[src/core/nsc_defines.svh]
`ifndef NSC_DEFINES_SVH
`define NSC_DEFINES_SVH

// Switch bank geometry and field positions.
`define NSC_SW_WIDTH 4'h8
`define NSC_HOLD_BIT 0
`define NSC_NODE_MIN 8'h01
`define NSC_NODE_MAX 8'hEF
// Fixed address prefix octets.
`define NSC_IP_OCT0 8'hC0
`define NSC_IP_OCT1 8'hA8
`define NSC_IP_OCT2 8'h64
// Manifold population limit.
`define NSC_MAX_UNITS 4'hA
// Power-up settle time before sampling switches, in ns, and derived cycles.
`define NSC_SETTLE_NS 1000
`define NSC_CLK_NS 5
`define NSC_SETTLE_CYC ((`NSC_SETTLE_NS + `NSC_CLK_NS - 1) / `NSC_CLK_NS)
// Error indicator flash half period in ns (250 ms), and derived cycles.
`define NSC_FLASH_NS 250000000
`define NSC_FLASH_CYC (`NSC_FLASH_NS / `NSC_CLK_NS)
// Reset values.
`define NSC_NODE_RST 8'h00

`endif

[src/core/nsc_pkg.sv]
package nsc_pkg;

    // Decoded configuration as handed to the fieldbus side.
    typedef struct packed {
        logic holdOnFault;    // One keeps outputs on a bus fault.
        logic [7:0] nodeId;   // Node identifier from the station bank.
        logic nodeValid;      // Node identifier lies in the legal range.
        logic [31:0] ipAddr;  // Full address, prefix then node identifier.
    } nsc_cfg_t;

    // Power-up sampling sequence.
    typedef enum logic [1:0] {
        NSC_SETTLE,
        NSC_CAPTURE,
        NSC_RUN
    } nsc_state_t;

endpackage : nsc_pkg

[src/core/nsc_switch_decoder.sv]
`timescale 1ns/100ps
`include "nsc_defines.svh"

// Behaviour
// - Station bank is binary node identifier, bit0=switch1.
// - Address is fixed prefix plus node identifier.
// - Bus error: clear outputs, or hold when switch1.
// - Fault bank switches 2 to 8 ignored.
// - All switches default OFF; identifier zero invalid.
// - Manifold holds at most ten units.
// - Out-of-range identifier flashes the error indicator.
module nsc_switch_decoder #(
    parameter int unsigned SETTLE_CYC = `NSC_SETTLE_CYC,
    parameter int unsigned FLASH_CYC = `NSC_FLASH_CYC
) (
    input wire logic core_clk,                 // 200 MHz system clock.
    input wire logic nrst,                     // Asynchronous reset, active low.
    input wire logic [7:0] faultActionSwitch,  // Fault action bank, ON is one.
    input wire logic [7:0] stationSwitch,      // Station number bank, ON is one.
    input wire logic busCommError,             // Fieldbus error, same domain.
    input wire logic [7:0] outCommand,         // Output image from the master.
    input wire logic [3:0] unitCount,          // Units found on the manifold.
    output nsc_pkg::nsc_cfg_t cfg,             // Decoded configuration.
    output logic cfgReady,                     // Configuration latched.
    output logic [7:0] outDrive,               // Outputs to the drivers.
    output logic busErrorIndicator,            // Red error lamp drive.
    output logic unitOverflow                  // Too many units fitted.
);

    // -------------------------------------------------------------
    // Pin synchronisers
    // -------------------------------------------------------------
    // Three stages; a switch value is trusted once stages two and three agree.
    logic [7:0] faultS1, faultS2, faultS3;     // Fault bank pipeline.
    logic [7:0] stationS1, stationS2, stationS3; // Station bank pipeline.

    always_ff @(posedge core_clk or negedge nrst) begin
        if (!nrst) begin
            faultS1 <= 8'h00;
            faultS2 <= 8'h00;
            faultS3 <= 8'h00;
            stationS1 <= 8'h00;
            stationS2 <= 8'h00;
            stationS3 <= 8'h00;
        end else begin
            faultS1 <= faultActionSwitch;
            faultS2 <= faultS1;
            faultS3 <= faultS2;
            stationS1 <= stationSwitch;
            stationS2 <= stationS1;
            stationS3 <= stationS2;
        end
    end

    // Both banks stable means stages two and three agree on every bit.
    wire banksStable = (faultS2 == faultS3) && (stationS2 == stationS3);

    // -------------------------------------------------------------
    // Power-up sequencer
    // -------------------------------------------------------------
    nsc_pkg::nsc_state_t state;      // Sequence state.
    nsc_pkg::nsc_state_t next_state; // Next sequence state.
    logic [31:0] settleCount;        // Cycles waited after reset.
    // SETTLE_CYC must be two or more: below that the pipeline still holds
    // reset zeros, and stages two and three would agree on a false value.
    wire settleDone = (settleCount >= SETTLE_CYC - 1);

    // Wait for the settle time, then capture on a stable sample, then run.
    always_comb begin
        next_state = state;
        unique case (state)
            nsc_pkg::NSC_SETTLE: begin
                if (settleDone) begin
                    next_state = nsc_pkg::NSC_CAPTURE;
                end
            end
            nsc_pkg::NSC_CAPTURE: begin
                if (banksStable) begin
                    next_state = nsc_pkg::NSC_RUN;
                end
            end
            nsc_pkg::NSC_RUN: begin
                next_state = nsc_pkg::NSC_RUN;
            end
        endcase
    end

    always_ff @(posedge core_clk or negedge nrst) begin
        if (!nrst) begin
            state <= nsc_pkg::NSC_SETTLE;
            settleCount <= 32'h0000_0000;
        end else begin
            state <= next_state;
            if (!settleDone) begin
                settleCount <= settleCount + 32'h0000_0001;
            end
        end
    end

    wire captureNow = (state == nsc_pkg::NSC_CAPTURE) && banksStable;

    // -------------------------------------------------------------
    // Decode
    // -------------------------------------------------------------
    // Only switch one of the fault bank is looked at; the rest are reserved.
    wire holdSel = faultS3[`NSC_HOLD_BIT];
    wire [7:0] nodeSel = stationS3;
    wire nodeOk = (nodeSel >= `NSC_NODE_MIN) && (nodeSel <= `NSC_NODE_MAX);
    wire [31:0] ipSel = {`NSC_IP_OCT0, `NSC_IP_OCT1, `NSC_IP_OCT2, nodeSel};

    // The captured image never follows the switches again; a reset through nrst is needed.
    always_ff @(posedge core_clk or negedge nrst) begin
        if (!nrst) begin
            cfg <= '0;
            cfgReady <= 1'b0;
        end else if (captureNow) begin
            cfg.holdOnFault <= holdSel;
            cfg.nodeId <= nodeSel;
            cfg.nodeValid <= nodeOk;
            cfg.ipAddr <= ipSel;
            cfgReady <= 1'b1;
        end
    end

    // -------------------------------------------------------------
    // Output fault action
    // -------------------------------------------------------------
    // Until the configuration is known, outputs stay off as the safe choice.
    always_ff @(posedge core_clk or negedge nrst) begin
        if (!nrst) begin
            outDrive <= 8'h00;
        end else if (!cfgReady) begin
            outDrive <= 8'h00;
        end else if (busCommError) begin
            if (!cfg.holdOnFault) begin
                outDrive <= 8'h00;
            end
        end else begin
            outDrive <= outCommand;
        end
    end

    // -------------------------------------------------------------
    // Manifold population check
    // -------------------------------------------------------------
    always_ff @(posedge core_clk or negedge nrst) begin
        if (!nrst) begin
            unitOverflow <= 1'b0;
        end else begin
            unitOverflow <= (unitCount > `NSC_MAX_UNITS);
        end
    end

    // -------------------------------------------------------------
    // Error indicator
    // -------------------------------------------------------------
    logic flashWave; // Flashing level from the generator.
    wire flashOn = cfgReady && !cfg.nodeValid;

    nsc_flasher #(
        .HALF_CYC(FLASH_CYC)
    ) u_flasher (
        .core_clk(core_clk),
        .nrst(nrst),
        .enable(flashOn),
        .wave(flashWave)
    );

    // Registered so the lamp output comes from a flip-flop; a bus error
    // lights it steadily when the identifier itself is legal.
    always_ff @(posedge core_clk or negedge nrst) begin
        if (!nrst) begin
            busErrorIndicator <= 1'b0;
        end else if (flashOn) begin
            busErrorIndicator <= flashWave;
        end else begin
            busErrorIndicator <= cfgReady && busCommError;
        end
    end

    // -------------------------------------------------------------
    // Assertions
    // -------------------------------------------------------------
    a_clear_on_fault: assert property (@(posedge core_clk) disable iff (!nrst)
        (cfgReady && busCommError && !cfg.holdOnFault) |=> (outDrive == 8'h00))
        else $error("Outputs not cleared on bus error.");

    a_hold_on_fault: assert property (@(posedge core_clk) disable iff (!nrst)
        (cfgReady && busCommError && cfg.holdOnFault) |=> $stable(outDrive))
        else $error("Outputs not held on bus error.");

    a_ip_prefix: assert property (@(posedge core_clk) disable iff (!nrst)
        cfgReady |-> (cfg.ipAddr == {`NSC_IP_OCT0, `NSC_IP_OCT1, `NSC_IP_OCT2, cfg.nodeId}))
        else $error("Address prefix or last octet wrong.");

    a_node_range: assert property (@(posedge core_clk) disable iff (!nrst)
        cfgReady |-> (cfg.nodeValid == (cfg.nodeId != 8'h00 && cfg.nodeId < 8'hF0)))
        else $error("Node range flag wrong.");

    a_node_decode: assert property (@(posedge core_clk) disable iff (!nrst)
        captureNow |=> (cfg.nodeId == $past(stationS3)))
        else $error("Node identifier not taken from station bank.");

    a_reserved_ignored: assert property (@(posedge core_clk) disable iff (!nrst)
        captureNow |=> (cfg.holdOnFault == $past(faultS3[0])))
        else $error("Fault action not taken from switch one.");

    a_latch_once: assert property (@(posedge core_clk) disable iff (!nrst)
        cfgReady |=> (cfgReady && $stable(cfg)))
        else $error("Configuration changed after capture.");

    a_lamp_off_valid: assert property (@(posedge core_clk) disable iff (!nrst)
        (cfgReady && cfg.nodeValid && !busCommError) |=> !busErrorIndicator)
        else $error("Indicator lit with valid node and no error.");

    a_outputs_safe_early: assert property (@(posedge core_clk) disable iff (!nrst)
        (!cfgReady) |=> (outDrive == 8'h00))
        else $error("Outputs driven before configuration was latched.");

    a_unit_limit: assert property (@(posedge core_clk) disable iff (!nrst)
        (unitCount <= 4'hA) [*2] |-> !unitOverflow)
        else $error("Overflow flagged for ten units or fewer.");

endmodule : nsc_switch_decoder

[src/core/nsc_flasher.sv]
`timescale 1ns/100ps
`include "nsc_defines.svh"

// Square wave generator for the error indicator; runs only while enabled.
module nsc_flasher #(
    parameter int unsigned HALF_CYC = `NSC_FLASH_CYC
) (
    input wire logic core_clk, // System clock.
    input wire logic nrst,     // Asynchronous reset, active low.
    input wire logic enable,   // Flash while high.
    output logic wave          // Flashing level, low when disabled.
);

    logic [31:0] count; // Cycles spent in the current half period.

    // -------------------------------------------------------------
    // Half period counter
    // -------------------------------------------------------------
    // Restarting from zero on disable makes the first phase, which is dark, full length.
    always_ff @(posedge core_clk or negedge nrst) begin
        if (!nrst) begin
            count <= 32'h0000_0000;
            wave <= 1'b0;
        end else if (!enable) begin
            count <= 32'h0000_0000;
            wave <= 1'b0;
        end else if (count >= HALF_CYC - 1) begin
            count <= 32'h0000_0000;
            wave <= ~wave;
        end else begin
            count <= count + 32'h0000_0001;
        end
    end

endmodule : nsc_flasher

[config.mk]
export PLATFORM = sky130hd
export DESIGN_NAME = nsc_switch_decoder
export DESIGN_NICKNAME = d
export VERILOG_FILES = /design/src/core/nsc_pkg.sv /design/src/core/nsc_switch_decoder.sv /design/src/core/nsc_flasher.sv
export VERILOG_INCLUDE_DIRS = /design/src /design/src/core
export SDC_FILE = /design/constraint.sdc
export NUM_CORES = 1
export LEC_CHECK = 0
export ABC_CLOCK_PERIOD_IN_PS = 2300
export BUFFER_PORTS_ARGS = -buffer_cell sky130_fd_sc_hd__buf_2
export CORE_AREA = 4 4 95 119
export DETAILED_ROUTE_END_ITERATION = 12
export DIE_AREA = 0 0 99 123
export PLACE_DENSITY_LB_ADDON = 0.25
export RECOVER_POWER = 25
export SLEW_MARGIN = 0
export SYNTH_ARGS = -nofsm -noshare
export SYNTH_HDL_FRONTEND = slang
export SYNTH_HIERARCHICAL = 1
export SYNTH_SLANG_ARGS = --single-unit
[constraint.sdc]
create_clock -name core_clk -period 2.3 [get_ports core_clk]
set_clock_uncertainty 0.1 [all_clocks]
set_input_delay 0.46 -clock core_clk [delete_from_list [all_inputs] [get_ports core_clk]]
set_output_delay 0.46 -clock core_clk [all_outputs]
set_load 0.02 [all_outputs]
==> flow_summary_export.csv <==
group,metric,value,unit
outcome,outcome,"complete, no violations",
clocking,cts_buffers,17,
sta,rsz0062_at_grt,"no",
synthesis,synth.most_common_cell,"dfrtp_1",
synthesis,yosysWarnings,6,
hold_path,hold_path.class,"in -> reg",
sta,final-max-slew-violation-count,0,
placement,hpwl,5.67,mm
route,drc_errors,0,
sta,worst-slew-pin-transition,1040,ps
cells_and_area,n_antenna_cell,0,
synthesis,yosys_register_bits,136,
floorplanning,die_area,0.0122,mm²
placement,postPlaceCellArea,0.00556,mm²
setup_path,crit_family,"compound AO/OA/AOI/OAI gates",
route,ant_nets,0,
clocking,cts_tree,"done",
clocking,path_clk_slew,60,ps
synthesis,synthCells,412,
route,avgRoutedWirePerCell,13.3,µm
pwr,p_leak,2.92,nW
route,vias,2921,
synthesis,syn_avg_cell_area,12.7,µm²
job,drv_cap,0,
setup_path,cp_data_required_time,2490,ps
setup_path,crit_path_max_incr_delay,460,ps
setup_path,endpoint_kind,"register",
synthesis,yosysTopAreaCellShare,64.8,%
route,first_iter_violations,94,
cells_and_area,final_nets,503,
sta,hold_viol,0,
setup_path,worst-endpoint-arrival,2390,ps
synthesis,async_reset_ff_share,100,%
setup_path,crit_buf_inv,1,
sta,max_freq,0.454,GHz
floorplanning,die_w,99,µm
route,via_per_inst,4.79,
floorplanning,fp.dieH,123,µm
synthesis,synthDistinctLibCells,40,
setup_path,crit_chain,"ha_1 > a2111o_1 > a311oi_4 > buf_4 > mux2_2",
synthesis,synth.largest_area_cell,"dfrtp_1",
grt,grt_usage,14.4,%
clocking,cts.sinks,136,
cells_and_area,layout-drive-gt1-share,26.6,%
route,drt_pass1_iterations,4,
synthesis,synth-seq-area-share,64.8,%
floorplanning,ioPinCount,84,
synthesis,synth_area_leaders,"dfrtp_1 (65%), xnor2_1 (4.7%), buf_4 (4.6%), xor2_1 (2.8%), nor2b_1 (2.4%)",
clocking,cts_root_buffer,"clkbuf_16",
pwr,max-vdd-ir-drop,0.492,mV
synthesis,yosys_most_used_dff,"dfrtp_1",
cells_and_area,areaGrowthSynthToFinish,17.0,%
grt,overflow,0,
floorplanning,num_rows,41,
setup_path,cp-start-kind,"register",
floorplanning,core_area,0.0101,mm²
setup_path,crit_fanout,8,
synthesis,synth_edf_count,0,
clocking,cts_setup_buffers,0,
clocking,h-tree-depth,4,
placement,pre_cts_ws,112,ps
setup_path,reg2reg_slack,100,ps
setup_path,slowest_stage,"a2111o_1",
route,routed_wl,8.11,mm
grt,antenna_found_initial,0,
sta,finalSetupTns,0,ps
cells_and_area,fin_cells,610,
grt,grt_pass1_wl,13.8,mm
synthesis,synthesis.area,0.00525,mm²
sta,finalCritPeriodShare,95.7,%
sta,min_period,2200,ps
floorplanning,start_util,51.9,%
grt,grt_max_degree,47,
setup_path,worst-setup-path-type,"reg -> reg",
synthesis,synth_common_cells,"dfrtp_1 (136), buf_4 (32), nor2_1 (32)",
placement,numPortBuffers,67,
placement,dp.cells,577,
pwr,total_power,5.24,mW
cells_and_area,fin_area,0.00614,mm²
sta,max_slew_margin,30.5,%
clocking,clk_latency,400,ps
placement,gp_congestion,0.790,
grt,grt_pass1_vias,2960,
sta,finalSetupViolations,0,
sta,setup_ws,98.2,ps
clocking,clockBufferDepth,2,
pwr,power.density,853,mW/mm²
==> worst register-to-register path, cell delays in order (launching register included) <==
cell and delay (ps):
dfrtp_1 400, ha_1 240, a2111o_1 460, a311oi_4 340, buf_4 210, mux2_2 330
==> stage by stage <==
| stage | hold WS (ps) | utilization [%] |
|---|---|---|
| finish | 56.4 | 60.8 |
| global route | 30.1 | 60.8 |
| CTS | 32.7 | 60.9 |
| detailed placement | 235 | 55.0 |
| global placement | 232 | 55.0 |
| floorplan | 64.4 | - |
==> cell type report <==
cell class | count | area, µm²
clock buffers | 22 | 464
clock inverters | 10 | 119
fillers | 801 | 3960
inverters | 5 | 18.8
multi-input cells | 230 | 1540
flip-flops and latches | 136 | 3400
well taps | 129 | 161
repair buffers | 78 | 440
==> sequential cells by signal, indices dropped and copies added (netlist names), 8 cells and up <==
name and flops:
cfg 10, faultS1 8, faultS2 8, faultS3 8, nodeSel 8, outDrive 8, settleCount 32, stationS1 8
stationS2 8, u_flasher/count 32
==> power by group <==
part           total, mW  leakage, nW  switching [mW]  internal, mW
Sequential          2.47         1.76          0.0276          2.44
Clock               2.62        0.277           0.965          1.65
Combinational      0.148        0.889          0.0940        0.0537
Total               5.24         2.92            1.09          4.15
==> layer usage <==
metal | track usage (%) | vias up | part of all wire (%)
met5 | 0 | - | 0
met4 | 6.66 | 0 | 1.7
met3 | 5.02 | 12 | 6.3
met2 | 22.5 | 79 | 48
met1 | 18.3 | 1413 | 44
li1 | - | 1417 | -
==> path summary, 6_finish.rpt <==
path	startpoint	end	cells past startpoint
setup / recovery	settleCount[0]	settleCount[1]	5
hold / removal	stationSwitch[7]	stationS1[7]	1
setup reg to reg	settleCount[0]	settleCount[1]	5
hold reg to reg	faultS1[3]	faultS2[3]	0
max in group asynchronous	nrst	faultS1[2]	3
min in group asynchronous	nrst	cfg[33]	2
==> layout by cell type, fill, tap and decap left out, types with 4 or more instances in the layout <==
cell / count
nor2b_1: 20
buf_4: 7
nand4_1: 13
a21oi_1: 10
nor4_1: 9
clkbuf_16: 17
buf_2: 65
nand3_1: 13
dfrtp_1: 136
ha_1: 4
conb_1: 22
nand2_1: 19
clkbuf_1: 5
mux2_2: 11
xnor2_1: 28
xor2_1: 17
inv_1: 5
nor2_1: 32
==> kinds of logic (layout without fill, tap and decap cells) <==
| logic type | Yosys count | after routing | share of synthesized area, % |
|---|---|---|---|
| AOI/OAI and AO/OA | 18 | 18 | 2.77 |
| xor gates and xnor gates | 45 | 45 | 7.51 |
| adders and majority gates | 4 | 4 | 0.954 |
| buffers and inverters | 66 | 115 | 7.32 |
| DFF | 136 | 136 | 64.8 |
| muxes | 15 | 15 | 3.31 |
| other | 2 | 22 | 0.143 |
| and+or+nand+nor | 126 | 126 | 13.2 |
==> what timing repair did <==
action,in CTS,in global routing
resized for setup,0,0
setup endpoints to repair,0,0
hold buffers,1,0
endpoints found under the hold margin,39,0
Note: power is estimated with default switching activity, not from simulation.
